$ cat src/core/bml_pkg.sv
// Shared constants and types for the boot mode select loader
package bml_pkg;

   localparam int ADDR_W       = 20;
   localparam int INSTR_W      = 48;
   localparam int SRC_W        = 16;
   localparam int COUNT_W      = 9;
   localparam int BEAT_CNT_W   = 4;
   localparam int SYNC_SETTLE  = 2;

   // Kernel size in 48-bit instructions
   localparam logic [COUNT_W-1:0] KERNEL_WORDS = 9'h100;

   localparam logic [ADDR_W-1:0] START_STD    = 20'h2_0000;
   localparam logic [ADDR_W-1:0] START_RED    = 20'h0_8000;
   localparam logic [ADDR_W-1:0] START_WIDE   = 20'h4_0000;
   localparam logic [ADDR_W-1:0] RST_VEC_OFS  = 20'h0_0004;
   localparam logic [ADDR_W-1:0] NOBOOT_PC    = 20'h2_0004;

   localparam logic [3:0] CHAN_ZERO  = 4'h0;
   localparam logic [3:0] CHAN_SIX   = 4'h6;
   localparam logic [3:0] CHAN_EIGHT = 4'h8;
   localparam logic [3:0] CHAN_TEN   = 4'hA;

   // Beats per instruction for each source width
   localparam logic [BEAT_CNT_W-1:0] BEATS_BYTE   = 4'h6;
   localparam logic [BEAT_CNT_W-1:0] BEATS_HALF   = 4'h3;
   localparam logic [BEAT_CNT_W-1:0] BEATS_NIBBLE = 4'hC;
   localparam logic [5:0] BW_BYTE   = 6'h08;
   localparam logic [5:0] BW_HALF   = 6'h10;
   localparam logic [5:0] BW_NIBBLE = 6'h04;
   localparam logic [SRC_W-1:0] MASK_BYTE   = 16'h00FF;
   localparam logic [SRC_W-1:0] MASK_HALF   = 16'hFFFF;
   localparam logic [SRC_W-1:0] MASK_NIBBLE = 16'h000F;

   typedef enum logic [1:0] {
      BML_VAR_STD     = 2'h0,
      BML_VAR_REDUCED = 2'h1,
      BML_VAR_WIDE    = 2'h2
   } bml_variant_t;

   typedef enum logic [2:0] {
      BML_MODE_NOBOOT   = 3'h0,
      BML_MODE_HOST     = 3'h1,
      BML_MODE_LINK     = 3'h2,
      BML_MODE_EPROM    = 3'h3,
      BML_MODE_RESERVED = 3'h4
   } bml_mode_t;

   typedef enum logic [2:0] {
      BML_ST_SAMPLE = 3'h0,
      BML_ST_LOAD   = 3'h1,
      BML_ST_DRAIN  = 3'h2,
      BML_ST_RUN    = 3'h3,
      BML_ST_STOP   = 3'h4
   } bml_state_t;

   typedef struct packed {
      bml_mode_t  mode;
      logic [3:0] channel;
      logic [3:0] param_channel;
      logic       param_via_other;
      logic       host_width_8;
   } bml_boot_cfg_t;

   typedef struct packed {
      logic [ADDR_W-1:0]  addr;
      logic [INSTR_W-1:0] data;
   } bml_mem_word_t;

endpackage : bml_pkg

$ cat src/core/bml_pair_buffer.sv
// Two-entry valid/ready buffer between packer and internal memory
`timescale 1ns/1ps
`default_nettype none
module bml_pair_buffer #(
   parameter int WIDTH = 68
) (
   input  wire logic             i_clock,
   input  wire logic             i_reset,
   input  wire logic             i_in_valid,
   output var  logic             o_in_ready,
   input  wire logic [WIDTH-1:0] i_in_data,
   output var  logic             o_out_valid,
   input  wire logic             i_out_ready,
   output var  logic [WIDTH-1:0] o_out_data
);
   typedef struct packed {
      logic [WIDTH-1:0] head;
      logic [WIDTH-1:0] tail;
      logic [1:0]       count;
   } bml_buf_state_t;

   bml_buf_state_t st_reg;
   bml_buf_state_t st_next;
   logic           push;
   logic           pop;

   assign o_in_ready  = (st_reg.count != 2'h2);
   assign o_out_valid = (st_reg.count != 2'h0);
   assign o_out_data  = st_reg.head;

   always_comb begin
      st_next = st_reg;
      push    = i_in_valid && o_in_ready;
      pop     = o_out_valid && i_out_ready;
      case ({push, pop})
         2'b10: begin
            if (st_reg.count == 2'h0) begin
               st_next.head = i_in_data;
            end else begin
               st_next.tail = i_in_data;
            end
            st_next.count = st_reg.count + 2'h1;
         end
         2'b01: begin
            st_next.head  = st_reg.tail;
            st_next.count = st_reg.count - 2'h1;
         end
         2'b11: begin
            // Count stays; with one entry the new word becomes the head
            if (st_reg.count == 2'h1) begin
               st_next.head = i_in_data;
            end else begin
               st_next.head = st_reg.tail;
               st_next.tail = i_in_data;
            end
         end
         default: begin
            st_next = st_reg;
         end
      endcase
   end

   always_ff @(posedge i_clock) begin
      if (i_reset) begin
         st_reg <= '0;
      end else begin
         st_reg <= st_next;
      end
   end
endmodule : bml_pair_buffer
`default_nettype wire

$ cat src/core/bml_boot_loader.sv
// Power-up boot mode decoder and boot kernel loader
`timescale 1ns/1ps
`default_nettype none
module bml_boot_loader #(
   parameter bml_pkg::bml_variant_t VARIANT = bml_pkg::BML_VAR_STD
) (
   input  wire logic                             i_clock,
   input  wire logic                             i_reset,
   input  wire logic                             i_rom_boot_strap,
   input  wire logic                             i_link_boot_strap,
   input  wire logic                             i_rom_boot_select_strap,
   input  wire logic                             i_boot_memory_select,
   output var  logic                             o_boot_memory_select,
   output var  logic                             o_boot_memory_select_oe,
   input  wire logic                             i_bus_master,
   input  wire logic                             i_src_valid,
   output var  logic                             o_src_ready,
   input  wire logic [bml_pkg::SRC_W-1:0]        i_src_data,
   output var  logic                             o_mem_valid,
   input  wire logic                             i_mem_ready,
   output var  bml_pkg::bml_mem_word_t           o_mem_word,
   output var  bml_pkg::bml_boot_cfg_t           o_boot_cfg,
   output var  logic                             o_dma_active,
   output var  logic                             o_core_halt,
   output var  logic                             o_core_start,
   output var  logic [bml_pkg::ADDR_W-1:0]       o_start_pc
);
   typedef struct packed {
      logic [3:0]                       sync1;
      logic [3:0]                       sync2;
      logic [1:0]                       settle;
      bml_pkg::bml_state_t              state;
      bml_pkg::bml_boot_cfg_t           cfg;
      logic [bml_pkg::INSTR_W-1:0]      pack;
      logic [bml_pkg::BEAT_CNT_W-1:0]   beat;
      logic                             word_full;
      logic [bml_pkg::ADDR_W-1:0]       addr;
      logic [bml_pkg::COUNT_W-1:0]      pushed;
      logic [bml_pkg::COUNT_W-1:0]      remain;
      logic [bml_pkg::ADDR_W-1:0]       start_pc;
      logic                             start_pulse;
      logic                             halt;
   } bml_ctl_t;

   bml_ctl_t                     r_reg;
   bml_ctl_t                     r_next;
   logic                         buf_in_ready;
   bml_pkg::bml_mem_word_t       buf_in_word;
   logic [bml_pkg::INSTR_W-1:0]  beat_ext;
   logic [5:0]                   beat_shift;
   logic                         src_fire;
   logic                         push_fire;
   logic                         mem_fire;

   // Strap decode into mode, DMA channel and host width
   function automatic bml_pkg::bml_boot_cfg_t decode_cfg(
      input logic rom, input logic link, input logic sel, input logic boot_memory_select);
      bml_pkg::bml_boot_cfg_t c;
      c = '0;
      if (VARIANT == bml_pkg::BML_VAR_REDUCED) begin
         c.channel         = bml_pkg::CHAN_EIGHT;
         c.param_channel   = bml_pkg::CHAN_ZERO;
         c.param_via_other = 1'b1;
         if (sel) begin
            c.mode = bml_pkg::BML_MODE_EPROM;
         end else if (boot_memory_select) begin
            c.mode         = bml_pkg::BML_MODE_HOST;
            c.host_width_8 = 1'b1;
         end else begin
            c.mode = bml_pkg::BML_MODE_NOBOOT;
         end
      end else begin
         if (rom) begin
            c.mode = link ? bml_pkg::BML_MODE_RESERVED
                          : bml_pkg::BML_MODE_EPROM;
         end else begin
            case ({link, boot_memory_select})
               2'b00:   c.mode = bml_pkg::BML_MODE_NOBOOT;
               2'b01:   c.mode = bml_pkg::BML_MODE_HOST;
               2'b11:   c.mode = bml_pkg::BML_MODE_LINK;
               default: c.mode = bml_pkg::BML_MODE_RESERVED;
            endcase
         end
         if (VARIANT == bml_pkg::BML_VAR_WIDE) begin
            c.channel = (c.mode == bml_pkg::BML_MODE_LINK) ?
                        bml_pkg::CHAN_EIGHT : bml_pkg::CHAN_TEN;
         end else begin
            c.channel = bml_pkg::CHAN_SIX;
         end
         c.param_channel = c.channel;
      end
      return c;
   endfunction : decode_cfg

   function automatic logic [bml_pkg::ADDR_W-1:0] start_addr();
      case (VARIANT)
         bml_pkg::BML_VAR_REDUCED: start_addr = bml_pkg::START_RED;
         bml_pkg::BML_VAR_WIDE:    start_addr = bml_pkg::START_WIDE;
         default:                  start_addr = bml_pkg::START_STD;
      endcase
   endfunction : start_addr

   // Source beat width: EPROM and 8-bit host are bytes, link is nibbles
   function automatic logic [5:0] beat_width(
      input bml_pkg::bml_boot_cfg_t c);
      if (c.mode == bml_pkg::BML_MODE_LINK) begin
         beat_width = bml_pkg::BW_NIBBLE;
      end else if (c.mode == bml_pkg::BML_MODE_HOST && !c.host_width_8) begin
         beat_width = bml_pkg::BW_HALF;
      end else begin
         beat_width = bml_pkg::BW_BYTE;
      end
   endfunction : beat_width

   function automatic logic [bml_pkg::BEAT_CNT_W-1:0] beats_per_word(
      input logic [5:0] bw);
      case (bw)
         bml_pkg::BW_NIBBLE: beats_per_word = bml_pkg::BEATS_NIBBLE;
         bml_pkg::BW_HALF:   beats_per_word = bml_pkg::BEATS_HALF;
         default:            beats_per_word = bml_pkg::BEATS_BYTE;
      endcase
   endfunction : beats_per_word

   function automatic logic [bml_pkg::SRC_W-1:0] beat_mask(
      input logic [5:0] bw);
      case (bw)
         bml_pkg::BW_NIBBLE: beat_mask = bml_pkg::MASK_NIBBLE;
         bml_pkg::BW_HALF:   beat_mask = bml_pkg::MASK_HALF;
         default:            beat_mask = bml_pkg::MASK_BYTE;
      endcase
   endfunction : beat_mask

   bml_pair_buffer #(
      .WIDTH ($bits(bml_pkg::bml_mem_word_t))
   ) u_buffer (
      .i_clock     (i_clock),
      .i_reset     (i_reset),
      .i_in_valid  (r_reg.word_full),
      .o_in_ready  (buf_in_ready),
      .i_in_data   (buf_in_word),
      .o_out_valid (o_mem_valid),
      .i_out_ready (i_mem_ready),
      .o_out_data  (o_mem_word)
   );

   assign buf_in_word = '{addr: r_reg.addr, data: r_reg.pack};
   // Low beat lands in the low bits: least significant first
   assign beat_shift  = 6'(r_reg.beat * beat_width(r_reg.cfg));
   assign beat_ext    = bml_pkg::INSTR_W'(i_src_data
                        & beat_mask(beat_width(r_reg.cfg))) << beat_shift;
   // Packer stalls the source while its word waits for buffer room
   assign o_src_ready = (r_reg.state == bml_pkg::BML_ST_LOAD)
                        && !r_reg.word_full
                        && (r_reg.pushed != bml_pkg::KERNEL_WORDS);
   assign src_fire    = i_src_valid && o_src_ready;
   assign push_fire   = r_reg.word_full && buf_in_ready;
   assign mem_fire    = o_mem_valid && i_mem_ready;

   always_comb begin
      r_next             = r_reg;
      r_next.sync1       = {i_rom_boot_strap, i_link_boot_strap,
                            i_rom_boot_select_strap, i_boot_memory_select};
      r_next.sync2       = r_reg.sync1;
      r_next.start_pulse = 1'b0;
      if (src_fire) begin
         r_next.pack = r_reg.pack | beat_ext;
         if (r_reg.beat == beats_per_word(beat_width(r_reg.cfg))
                           - 4'h1) begin
            r_next.beat      = '0;
            r_next.word_full = 1'b1;
         end else begin
            r_next.beat = r_reg.beat + 4'h1;
         end
      end
      if (push_fire) begin
         r_next.word_full = 1'b0;
         r_next.pack      = '0;
         r_next.addr      = r_reg.addr + 20'h0_0001;
         r_next.pushed    = r_reg.pushed + 9'h001;
      end
      if (mem_fire) begin
         r_next.remain = r_reg.remain - 9'h001;
      end
      case (r_reg.state)
         bml_pkg::BML_ST_SAMPLE: begin
            // Wait for the synchronisers to hold real pin levels
            if (r_reg.settle != 2'(bml_pkg::SYNC_SETTLE)) begin
               r_next.settle = r_reg.settle + 2'h1;
            end else begin
               r_next.cfg = decode_cfg(r_reg.sync2[3], r_reg.sync2[2],
                                       r_reg.sync2[1], r_reg.sync2[0]);
               r_next.addr   = start_addr();
               r_next.remain = bml_pkg::KERNEL_WORDS;
               r_next.pushed = '0;
               case (r_next.cfg.mode)
                  bml_pkg::BML_MODE_NOBOOT: begin
                     r_next.state       = bml_pkg::BML_ST_RUN;
                     r_next.start_pc    = bml_pkg::NOBOOT_PC;
                     r_next.start_pulse = 1'b1;
                     r_next.halt        = 1'b0;
                  end
                  bml_pkg::BML_MODE_RESERVED: begin
                     r_next.state = bml_pkg::BML_ST_STOP;
                  end
                  default: begin
                     r_next.state = bml_pkg::BML_ST_LOAD;
                  end
               endcase
            end
         end
         bml_pkg::BML_ST_LOAD: begin
            if (r_next.pushed == bml_pkg::KERNEL_WORDS) begin
               r_next.state = bml_pkg::BML_ST_DRAIN;
            end
         end
         bml_pkg::BML_ST_DRAIN: begin
            // Core stays halted until the last word is in memory
            if (r_next.remain == '0) begin
               r_next.state       = bml_pkg::BML_ST_RUN;
               r_next.halt        = 1'b0;
               r_next.start_pulse = 1'b1;
               // Jump to the kernel start address itself, where the first word was loaded
               r_next.start_pc    = start_addr();
            end
         end
         bml_pkg::BML_ST_RUN: begin
            r_next.state = bml_pkg::BML_ST_RUN;
         end
         bml_pkg::BML_ST_STOP: begin
            // Reserved straps: no transfer, core held until next reset
            r_next.halt = 1'b1;
         end
         default: begin
            r_next.state = bml_pkg::BML_ST_STOP;
         end
      endcase
   end

   always_ff @(posedge i_clock) begin
      if (i_reset) begin
         r_reg      <= '0;
         r_reg.halt <= 1'b1;
      end else begin
         r_reg <= r_next;
      end
   end

   assign o_boot_cfg   = r_reg.cfg;
   assign o_dma_active = (r_reg.state == bml_pkg::BML_ST_LOAD)
                         || (r_reg.state == bml_pkg::BML_ST_DRAIN);
   assign o_core_halt  = r_reg.halt;
   assign o_core_start = r_reg.start_pulse;
   assign o_start_pc   = r_reg.start_pc;
   // Active-low EPROM select, low only while the kernel is fetched
   assign o_boot_memory_select = !(r_reg.state == bml_pkg::BML_ST_LOAD);
   // Pin stays an input in every other mode so the system can hold it
   assign o_boot_memory_select_oe =
      (r_reg.cfg.mode == bml_pkg::BML_MODE_EPROM)
      && (r_reg.state != bml_pkg::BML_ST_SAMPLE)
      && i_bus_master;
endmodule : bml_boot_loader
`default_nettype wire

$ cat config.mk
export PLATFORM = sky130hd
export DESIGN_NAME = bml_boot_loader
export DESIGN_NICKNAME = d
export VERILOG_FILES = /design/src/core/bml_pkg.sv /design/src/core/bml_pair_buffer.sv /design/src/core/bml_boot_loader.sv
export SDC_FILE = /design/constraint.sdc
export NUM_CORES = 1
export LEC_CHECK = 0
export BUFFER_PORTS_ARGS = -buffer_cell sky130_fd_sc_hd__buf_2
export CAP_MARGIN = 10
export CORE_MARGIN = 1
export CORE_UTILIZATION = 54
export CTS_BUF_LIST = sky130_fd_sc_hd__clkbuf_16
export DETAILED_ROUTE_END_ITERATION = 8
export PLACE_DENSITY = 0.77
export SYNTH_ARGS = -nofsm -noshare
export SYNTH_HDL_FRONTEND = slang
export SYNTH_HIERARCHICAL = 1
export SYNTH_SLANG_ARGS = --single-unit
$ cat constraint.sdc
create_clock -name i_clock -period 2.75 [get_ports i_clock]
set_input_delay 0.4125 -clock i_clock [delete_from_list [all_inputs] [get_ports i_clock]]
set_output_delay 0.4125 -clock i_clock [all_outputs]
set_load 0.005 [all_outputs]
Word-level counts from Yosys, hierarchy flattened. Index checks and enable logic that the tools add are counted.

Output and inout bits: 108. Bits in latches: 0. Memories kept: 0. Memory bits (writable): 0. Bits in registers: 275. Input bits: 25. Logic and storage cells: 126. ROM bits: 0.

Reductions and logical operators: 31. $mul: 1. Div/mod/pow operators: 0. Multiplexer cells: 32. Order comparisons: 0. Add/sub/neg operators: 8. Equal/unequal tests: 30. Shifts and indexed selects: 1. Bitwise operators: 4.

Operators by type and width (number): 68-bit 2-to-1 mux (4); 68-bit case mux with 3 select lines (1); 68-bit case mux with 2 select lines (1); 60-bit 2-to-1 mux (1); 48-bit OR (1); 16-bit by 6-bit << shifter with 48-bit output (1); 22-bit 2-to-1 mux (2); 21-bit case mux with 2 select lines (1); 38-bit 2-to-1 mux (1); 16-bit case mux with 2 select lines (1); 29-bit 2-to-1 mux (1); 11-bit 2-to-1 mux (2); 20-bit by 1-bit adder with 20-bit output, second input constant (1); 16-bit AND (1); 16-bit 2-to-1 mux (1); 3-bit case mux with 5 select lines (1); 3-bit by 2-bit equality test with 1-bit output, second input constant (4); 3-bit 2-to-1 mux (4); 2-bit != test, second input constant (6); 4-bit AND reduction (3); 5-bit 2-to-1 mux (2); 9-bit by 1-bit adder with 9-bit output, second input constant (1); 9-bit equality test, second input constant (1); 9-bit zero test (1); other kinds (36) (64).

Longest topological paths before layout. Gate-level depths: netlist of run 1.

Word-level depth: 11. Mapped depth: 14.

Cells and area by module. Netlist of run 1, hierarchy kept.

Modules (own cells, without submodules): bml_pair_buffer (times used 1, area an instance 7360.8 µm², cells an instance 835, sequential area each 2762.6 µm²); bml_boot_loader (times used 1, area an instance 5195.0 µm², cells an instance 592, sequential area each 2202.1 µm²).

Worst setup path before layout of run 1. Ideal clock, no wire load.

Kind: flip-flop to flip-flop. From: reg r_reg, in the netlist o_boot_cfg[11]. To: reg r_reg, in the netlist buf_in_word[32]. Data arrival time: 2.983 ns. Cell stages (with the launch flop): 15. Clock period less this slack: 3.043 ns. Library setup time: 0.060 ns. Data required time: 2.690 ns. Buffers on the path: 2. Setup slack: -0.293 ns. Cells stage by stage: dfxtp_1 -> buf_2 -> xnor2_1 -> nor2_1 -> inv_1 -> ha_1 -> ha_1 -> ha_1 -> ha_1 -> xor2_1 -> xnor2_1 -> xor2_1 -> clkbuf_1 -> and3_1 -> a221o_1.

Word-level cells in the longest chain between the ends: 8.

Ends and longest elaborated chain: start, declared (RTL line bml_boot_loader.sv:45) `bml_ctl_t r_reg;`; start signal, assigned (RTL line bml_boot_loader.sv:244) `r_reg <= r_next;`; 3-bit by 1-bit equality test with 1-bit output (RTL line bml_boot_loader.sv:108) `end else if (c.mode == bml_pkg::BML_MODE_HOST && !c.host_width_8) begin`; 5-bit 2-to-1 mux (RTL line bml_boot_loader.sv:108); 5-bit 2-to-1 mux (*) (RTL line bml_boot_loader.sv:106) `if (c.mode == bml_pkg::BML_MODE_LINK) begin`; branches (longest 3 deep; another with 4-bit by 6-bit multiplier with 6-bit output); 16-bit by 6-bit << shifter with 48-bit output (*) (RTL line bml_boot_loader.sv:149) `assign beat_ext = bml_pkg::INSTR_W'(i_src_data`; 48-bit OR (*) (RTL line bml_boot_loader.sv:166) `r_next.pack = r_reg.pack | beat_ext;`.

Mark *: on every way between the ends. A chain may end at the register's enable or synchronous reset.

Final worst setup path of run 1.
From: reg r_reg, in the netlist o_boot_cfg[10]. To: reg r_reg, in the netlist buf_in_word[14].

Same word-level chain as after synthesis.

==> results of run 1 <==
what timing repair did:
item / in CTS / in global routing
pin swaps: 0 / 11
setup buffers: 1 / 3
endpoints found under the setup margin: 19 / 46
gates resized for setup: 1 / 24
cloned: 0 / 2
stage by stage:
stage	util [%]	TNS [ns]	area, sq um
floorplan	-	-0.1855	12710
global placement	55.55	0	12610
detailed placement	55.55	-0.08635	12610
CTS	59.02	0	13400
global route	59.91	-1.061	13610
finish	59.91	0	13610
area by class of cell:
| class | count | area share, % |
|---|---|---|
| tap | 285 | 2.621 |
| inverter | 18 | 0.5334 |
| clock inverter | 19 | 0.6070 |
| sequential | 248 | 36.54 |
| multi-input combinational | 933 | 46.26 |
| timing repair buffer | 164 | 8.479 |
| clock buffer | 27 | 4.966 |
worst max path at each step:
stage / end / slack, ns / cells past startpoint
3_5_place_dp: buf_in_word[19] / -0.02 / 14
6_report: buf_in_word[14] / 0.005 / 14
4_1_cts: buf_in_word[33] / 0.02 / 12
3_3_place_gp: buf_in_word[16] / 0.02 / 14
2_1_floorplan: buf_in_word[32] / -0.05 / 14
5_1_grt: buf_in_word[14] / -0.06 / 14
cell usage in the layout, fill, tap and decap left out, types with 16 or more instances in the layout:
master                      instances
sky130_fd_sc_hd__o21ai_1           21
sky130_fd_sc_hd__o211ai_1         140
sky130_fd_sc_hd__clkbuf_16         28
sky130_fd_sc_hd__buf_4             42
sky130_fd_sc_hd__a311oi_1          64
sky130_fd_sc_hd__xnor2_1           17
sky130_fd_sc_hd__inv_1             24
sky130_fd_sc_hd__conb_1            24
sky130_fd_sc_hd__nor2_1            90
sky130_fd_sc_hd__buf_2            106
sky130_fd_sc_hd__o31ai_1           69
sky130_fd_sc_hd__a32o_1            16
sky130_fd_sc_hd__nand3_1           18
sky130_fd_sc_hd__a31oi_1           19
sky130_fd_sc_hd__dfxtp_1          245
sky130_fd_sc_hd__o21ai_0           56
sky130_fd_sc_hd__xor2_1            27
sky130_fd_sc_hd__nand2_1           42
sky130_fd_sc_hd__a21oi_1           86
sky130_fd_sc_hd__nor3_1            81
cell families (layout without fill, tap and decap cells):
| group | after synthesis | after routing | share of synthesized area [%] |
|---|---|---|---|
| xor+xnor | 49 | 49 | 3.418 |
| buf+inv | 269 | 228 | 12.88 |
| other cells | 1 | 24 | 0.02987 |
| compound gates | 513 | 513 | 28.69 |
| mux | 7 | 7 | 0.5581 |
| simple gates | 321 | 321 | 12.99 |
| fa+ha+maj | 19 | 19 | 1.893 |
| flops | 248 | 248 | 39.54 |
worst max-delay path: stages (launching register included):
cell and delay (ns):
sky130_fd_sc_hd__dfxtp_4 0.36, sky130_fd_sc_hd__xnor2_2 0.13, sky130_fd_sc_hd__nor2_2 0.12, sky130_fd_sc_hd__inv_2 0.06
sky130_fd_sc_hd__ha_4 0.16, sky130_fd_sc_hd__ha_4 0.27, sky130_fd_sc_hd__ha_4 0.19, sky130_fd_sc_hd__ha_4 0.16
sky130_fd_sc_hd__xor2_2 0.15, sky130_fd_sc_hd__xnor2_2 0.22, sky130_fd_sc_hd__buf_4 0.18, sky130_fd_sc_hd__xnor2_4 0.08
sky130_fd_sc_hd__buf_12 0.18, sky130_fd_sc_hd__clkbuf_16 0.15, sky130_fd_sc_hd__a32o_1 0.23
per-layer routing:
metal / vias to the layer above / GRT usage (%) / wire, um
li1: 5143 / - / -
met1: 5261 / 37.83 / 14460
met2: 517 / 42.19 / 15100
met3: 52 / 4.399 / 2867
met4: 0 / 7.214 / 530
met5: - / 0 / 0
report_power, final:
group	internal, mW	total [mW]	leakage (nW)	switching (mW)
logic	0.659	1.61	2.31	0.947
clock network	1.76	3.17	0.403	1.41
registers	3.82	4.00	2.01	0.176
total	6.24	8.77	4.72	2.53
==> impl_summary.log, run 1 <==
INFO  metric hp-start = i_boot_memory_select
INFO  metric count_of_flip_flops_with_a_built_in_enable_after_synthesis = 0
INFO  metric drive_gt1_share = between 15 and 20%
INFO  metric cts_root_buffer = sky130_fd_sc_hd__clkbuf_16
INFO  metric initialDrtViolationCount = roughly 1.3k
INFO  metric synthesis.yosys.warnings = 6
INFO  metric fillers = roughly 2.0k
INFO  metric slew_headroom = 39.00%
INFO  metric multi_input_area = between 6000 and 7000 sq um
INFO  metric sequential_cell_area = 4971 sq um
INFO  metric fin_ws = around 0.0055 ns
INFO  metric yosys.cell_count.top_type = sky130_fd_sc_hd__dfxtp_1
INFO  metric synth_cell_type_count = 64
INFO  metric timing.final.setup_violations = 0
INFO  metric floorplan.initialDensity = between 50% and 60%
INFO  metric syn_area = around 13000 sq um
INFO  metric critical_path.reg2reg.endpoint = buf_in_word[14]
INFO  metric maxSlewViolCount = 0
INFO  metric die_w = 154.5 um
INFO  metric power_leakage = 4.719 nW
INFO  metric hold_ws = approximately 0.11 ns
INFO  metric synth_top_flop_cell = sky130_fd_sc_hd__dfxtp_1
INFO  metric antenna_found_initial = 0
INFO  metric yosysTopAreaCell = sky130_fd_sc_hd__dfxtp_1
INFO  metric post-dp-hpwl = 19.84 mm
INFO  metric vias_in_the_first_global_route = between 9k and 10k
INFO  metric grt_usage = a little over a quarter
INFO  metric core = roughly 23000 sq um
INFO  metric path_clk_slew = around 0.06 ns
INFO  metric cts.sink_count = 248
INFO  metric ys_top_cells_by_area = sky130_fd_sc_hd__dfxtp_1 40%, sky130_fd_sc_hd__o211ai_1 8.4%, sky130_fd_sc_hd__buf_4 6.9%
INFO  metric drt_drc_violations_left = 0
INFO  metric detailedPlace.worstSlack = -0.01862 ns
INFO  metric synth.cells.most_frequent = 248 x sky130_fd_sc_hd__dfxtp_1, 140 x sky130_fd_sc_hd__o211ai_1, 115 x sky130_fd_sc_hd__buf_4, 93 x sky130_fd_sc_hd__nor2_1, 86 x sky130_fd_sc_hd__a21oi_1
INFO  metric timing.reg2reg.setup_slack = ~0.0055 ns
INFO  metric synth_async_sr_flop_share = 0%
INFO  metric postRouteWirelength = approximately 33 mm
INFO  metric rows = 55
INFO  metric drt-pass1-iter-count = 5
INFO  metric cp-start-kind = flop
INFO  metric finalPower = between 8 and 9 mW
INFO  metric reg2reg_from = o_boot_cfg[10]
INFO  metric post_synthesis_register_bit_count = approximately 250
INFO  metric cts_max_level = 1
INFO  metric area_delta_synth_final = 8.360%
INFO  metric fin_crit = between 2 and 3 ns
INFO  metric number_of_i_o_port_buffers = between 100 and 150
INFO  metric antenna_cells = 0
INFO  metric largest_reg_flops = 70
INFO  metric tritoncts = done
INFO  metric crit_path_end_kind = flop
INFO  metric whs_endpoint = r_next[131]
INFO  metric per_cell_routed_wire_length = 19.45 um
INFO  metric wp_data_arrival = 3.16 ns
INFO  metric critPathKind = reg2reg
INFO  metric grt-ovfl-total = 0
INFO  metric gp_routability_congestion = between 0.8 and 0.9
INFO  metric maximum_number_of_pins_on_one_net_before_global_route_repair = around 140
INFO  metric timing.hold.worst.class = in2reg
INFO  metric dpl.cell_count = 1642
INFO  metric max_freq = approximately 360 MHz
INFO  metric io_pins = ~130
INFO  metric hold_violations = 0
INFO  metric layout_worst_path_cycle_share = 99.80%
INFO  metric detail-route-antenna-nets = 0
INFO  metric setup_repair_after_global_routing_missed_its_margin = true
INFO  metric tightest_slew = just over 0.9 ns
INFO  metric final_net_count = about 1.4k
INFO  metric cts-hold-fix-buffers = 0
INFO  metric fin_cells = 1694
INFO  metric yosysTopAreaCellShare = 39.54%
INFO  metric dr_total_vias = about 11k
INFO  metric status = completed
INFO  metric floorplan.die_area = about 24000 sq um
INFO  metric worstPathMaxFanout = 7
INFO  metric avgViaCountPerCell = around 6.5
INFO  metric timing.max_cap.violations = 0
INFO  metric min_delay_path_depth = 2
INFO  metric clock_latency = 0.52 ns
INFO  metric power-per-cell-area = between 600 and 700 nW/um^2
INFO  metric cts_buffer_depth = 3
INFO  metric timing.critical_path.from = o_boot_cfg[10]
INFO  metric required = between 3 and 4 ns
INFO  metric cts_inserted_buffers = 26
INFO  metric skew = 0.009893 ns
INFO  metric worst-r2r-cell-count = 14
INFO  metric yosysSeqAreaShare = just under 40%
INFO  metric syn-instance-count = 1427
INFO  metric first_pass_grt_wire_length = ~53 mm
INFO  metric power.ir.vdd_worst = 0.4857 mV
INFO  metric synthesis.area_per_instance = ~9 sq um
INFO  metric die_h = between 150 and 200 um
No activity file was read; power rests on OpenSTA's default activity.
==> run 2, diff against run 1 <==
- ABC_AREA: not set -> 1
==> impl_summary.log, run 2 <==
INFO  metric power.ir.vdd_worst = 0.4649 mV (was 0.4857 mV)
INFO  metric required = 3.15 ns (was 3.16 ns)
INFO  metric detail-route-antenna-nets = 0 (unchanged)
INFO  metric final_area = 15510 sq um (was 13610 sq um)
INFO  metric path_clk_slew = 0.06 ns (about the same)
INFO  metric yosys.cell_count.top_type = sky130_fd_sc_hd__nand2_1 (was sky130_fd_sc_hd__dfxtp_1)
INFO  metric antenna_cells = 0 (unchanged)
INFO  metric cts_max_level = 1 (unchanged)
INFO  metric hold_violations = 0 (unchanged)
INFO  metric first_pass_grt_wire_length = 52.81 mm (was 53.01 mm)
INFO  metric ys_top_cells_by_area = sky130_fd_sc_hd__dfxtp_1 36%, sky130_fd_sc_hd__nand2_1 13%, sky130_fd_sc_hd__inv_1 12% (was sky130_fd_sc_hd__dfxtp_1 40%, sky130_fd_sc_hd__o211ai_1 8.4%, sky130_fd_sc_hd__buf_4 6.9%)
INFO  metric finalPower = 8.365 mW (was 8.770 mW)
INFO  metric area_delta_synth_final = 11.53% (was 8.360%)
INFO  metric timing.critical_path.from = o_boot_cfg[10] (unchanged)
INFO  metric timing.max_cap.violations = 0 (unchanged)
INFO  metric vias_in_the_first_global_route = 10.91k (was 9968)
INFO  metric grt-ovfl-total = 0 (unchanged)
INFO  metric gp_routability_congestion = 0.8820 (was 0.8922)
INFO  metric timing.reg2reg.setup_slack = 0.08 ns (was 0.005 ns)
INFO  metric cts_inserted_buffers = 27 (was 26)
INFO  metric power-per-cell-area = 539.4 nW/um^2 (was 644.6 nW/um^2)
INFO  metric top_layer = met4 (unchanged)
INFO  metric fin_cells = 2570 (was 1694)
INFO  metric antenna_found_initial = 0 (unchanged)
INFO  metric hold_ws = 0.07210 ns (was 0.1069 ns)
INFO  metric initialDrtViolationCount = 1192 (was 1269)
INFO  metric per_cell_routed_wire_length = 12.82 um (was 19.45 um)
INFO  metric drt_drc_violations_left = 0 (unchanged)
INFO  metric rows = 58 (was 55)
INFO  metric synth.cells.most_frequent = 497 x sky130_fd_sc_hd__nand2_1, 450 x sky130_fd_sc_hd__inv_1, 285 x sky130_fd_sc_hd__nor2_1, 248 x sky130_fd_sc_hd__dfxtp_1, 227 x sky130_fd_sc_hd__nand3_1 (was 248 x sky130_fd_sc_hd__dfxtp_1, 140 x sky130_fd_sc_hd__o211ai_1, 115 x sky130_fd_sc_hd__buf_4, 93 x sky130_fd_sc_hd__nor2_1, 86 x sky130_fd_sc_hd__a21oi_1)
INFO  metric tritoncts = done (unchanged)
INFO  metric final_cell_mix = 496 x sky130_fd_sc_hd__nand2_1, 452 x sky130_fd_sc_hd__inv_1, 284 x sky130_fd_sc_hd__nor2_1, 245 x sky130_fd_sc_hd__dfxtp_1, 227 x sky130_fd_sc_hd__nand3_1 (was 245 x sky130_fd_sc_hd__dfxtp_1, 140 x sky130_fd_sc_hd__o211ai_1, 106 x sky130_fd_sc_hd__buf_2, 90 x sky130_fd_sc_hd__nor2_1, 86 x sky130_fd_sc_hd__a21oi_1)
INFO  metric cts_buffer_depth = 3 (unchanged)
INFO  metric core = 25250 sq um (was 22710 sq um)
INFO  metric met2RoutedLength = 14.58 mm (was 15.10 mm)
INFO  metric power_leakage = 7.395 nW (was 4.719 nW)
INFO  metric synth_async_sr_flop_share = 0% (unchanged)
INFO  metric drt-pass1-iter-count = 6 (was 5)
INFO  metric worstPathMaxFanout = 12 (was 7)
INFO  metric most_common_library_cell_in_the_layout_ignoring_fill_and_taps = sky130_fd_sc_hd__nand2_1 (was sky130_fd_sc_hd__dfxtp_1)
INFO  metric synthesis.area_per_instance = 6.261 sq um (was 8.799 sq um)
INFO  metric syn_area = 13910 sq um (was 12560 sq um)
INFO  metric m1_wire_length = 15.39 mm (was 14.46 mm)
INFO  metric post_synthesis_register_bit_count = 248 (unchanged)
INFO  metric setup-tns-final = 0 ns (unchanged)
INFO  metric floorplan.initialDensity = 55.06% (was 55.29%)
INFO  metric yosysTopAreaCellShare = 35.70% (was 39.54%)
INFO  metric reg2reg_from = o_boot_cfg[10] (unchanged)
INFO  metric dpl.cell_count = 2510 (was 1642)
INFO  metric fin_crit = 2.673 ns (was 2.745 ns)
INFO  metric layout_worst_path_cycle_share = 97.21% (was 99.80%)
INFO  metric postRouteWirelength = 32.96 mm (was 32.95 mm)
INFO  metric dr_wl_met3 = 2.256 mm (was 2.867 mm)
INFO  metric critical_path.endpoint = buf_in_word[30] (was buf_in_word[14])
INFO  metric timing.final.setup_violations = 0 (unchanged)
INFO  metric die_h = 162.5 um (was 154.5 um)
INFO  metric dr_total_vias = 12.78k (was 10.97k)
INFO  metric yosysTopAreaCell = sky130_fd_sc_hd__dfxtp_1 (unchanged)
INFO  metric synth_cell_type_count = 46 (was 64)
INFO  metric io_pins = 133 (unchanged)
INFO  metric largest_reg_flops = 70 (unchanged)
INFO  metric synth_top_flop_cell = sky130_fd_sc_hd__dfxtp_1 (unchanged)
INFO  metric floorplan.die_area = 26400 sq um (was 23870 sq um)
INFO  metric crit_path_end_kind = flop (unchanged)
INFO  metric cp-start-kind = flop (unchanged)
INFO  metric number_of_i_o_port_buffers = 107 (unchanged)
INFO  metric cts_root_buffer = sky130_fd_sc_hd__clkbuf_16 (unchanged)
INFO  metric yosysSeqAreaShare = 35.70% (was 39.54%)
INFO  metric max_freq = 374.1 MHz (was 364.4 MHz)
INFO  metric grt_usage = 23.99% (was 26.77%)
INFO  metric drive_gt1_share = 12.63% (was 17.67%)
INFO  metric post-dp-hpwl = 20.89 mm (was 19.84 mm)
INFO  metric maximum_number_of_pins_on_one_net_before_global_route_repair = 108 (was 137)
INFO  metric count_of_flip_flops_with_a_built_in_enable_after_synthesis = 0 (unchanged)
INFO  metric maxSlewViolCount = 0 (unchanged)
INFO  metric tightest_slew = 1.169 ns (was 0.9055 ns)
INFO  metric final_net_count = 2264 (was 1435)
INFO  metric place_area = 14130 sq um (was 12610 sq um)
INFO  metric worst-r2r-cell-count = 18 (was 14)
INFO  metric syn-instance-count = 2221 (was 1427)
INFO  metric clock_latency = 0.54 ns (was 0.52 ns)
INFO  metric cts-hold-fix-buffers = 0 (unchanged)
INFO  metric slew_headroom = 22.07% (was 39.00%)
INFO  metric timing.hold.worst.class = in2reg (unchanged)
INFO  metric synthesis.yosys.warnings = 6 (unchanged)
INFO  metric critPathKind = reg2reg (unchanged)
INFO  metric cts.sink_count = 248 (unchanged)
INFO  metric die_w = 162.5 um (was 154.5 um)
INFO  metric status = completed (unchanged)
INFO  metric wp_data_arrival = 3.08 ns (was 3.16 ns)
INFO  metric setup_repair_after_global_routing_missed_its_margin = true (unchanged)
INFO  metric critical_path.reg2reg.endpoint = buf_in_word[30] (was buf_in_word[14])
INFO  metric avgViaCountPerCell = 4.973 (was 6.478)
INFO  metric skew = 0.01788 ns (was 0.009893 ns)
==> run 2: metrics by stage <==
step                util [%]  worst slack, ns
floorplan                  -          0.06883
global placement       55.95         0.009007
detailed placement     55.95         -0.02778
CTS                    60.41         0.008739
global route           61.41          -0.1028
finish                 61.41          0.07660
==> run 2: how the worst min path moves through the flow <==
stage | from | slack (ns) | end | depth (start not counted)
floorplan | r_next[131] | 0.39 | r_reg[131] | 2
global route | i_boot_memory_select | 0.06 | r_next[131] | 3
global placement | r_next[131] | 0.39 | r_reg[131] | 2
CTS | i_boot_memory_select | 0.05 | r_next[131] | 3
detailed placement | r_next[133] | 0.40 | r_reg[133] | 2
finish | i_boot_memory_select | 0.07 | r_next[131] | 3
==> run 2: cells by family (layout without fill, tap and decap cells) <==
logic type | Yosys count | after routing | synth area share [%]
compound gates | 206 | 206 | 7.936
xor+xnor | 14 | 14 | 0.8818
fa+ha+maj | 19 | 19 | 1.710
buf+inv | 668 | 664 | 21.50
flops | 248 | 248 | 35.70
other cells | 1 | 24 | 0.02697
simple gates | 1065 | 1065 | 32.24
==> run 2: worst max-delay path, stage by stage, from the launching register on <==
cell and delay, ns:
sky130_fd_sc_hd__dfxtp_2 0.35, sky130_fd_sc_hd__inv_4 0.05, sky130_fd_sc_hd__nor2_4 0.11, sky130_fd_sc_hd__nand2_4 0.07, sky130_fd_sc_hd__nand2_4 0.06, sky130_fd_sc_hd__inv_2 0.04
sky130_fd_sc_hd__ha_4 0.15, sky130_fd_sc_hd__ha_4 0.26, sky130_fd_sc_hd__ha_4 0.19, sky130_fd_sc_hd__ha_4 0.16, sky130_fd_sc_hd__xnor2_2 0.13, sky130_fd_sc_hd__xor2_1 0.20
sky130_fd_sc_hd__inv_1 0.06, sky130_fd_sc_hd__nand2_1 0.07, sky130_fd_sc_hd__nand2_2 0.07, sky130_fd_sc_hd__buf_6 0.15, sky130_fd_sc_hd__buf_12 0.15, sky130_fd_sc_hd__a31oi_1 0.19
sky130_fd_sc_hd__nor2_1 0.05
==> run 2: report_power, final <==
part	switching [mW]	total [mW]	internal [mW]
combinational	0.551	0.853	0.302
sequential	0.0620	3.74	3.68
clock	1.52	3.77	2.25
==> run 2: final cells by class <==
cell class	count	area, sq um
fill	2328	9746
multi-input combinational	1328	6339
sequential	248	4969
inverter	460	1737
timing repair buffer	155	1139
clock buffer	27	675.6
tap	330	412.9
clock inverter	22	237.7
==> run 2: per-layer routing <==
metal	up-vias	global-route usage, %
li1	6557	-
met1	5756	34.21
met2	409	37.78
met3	59	3.387
met4	0	6.218
met5	-	0
==> run 2: timing repair <==
item	CTS	global route
resized for setup	24	44
hold endpoints to repair	0	0
endpoints found under the setup margin	13	48
cloned	3	2
pin swaps	11	24
buffers inserted	3	3
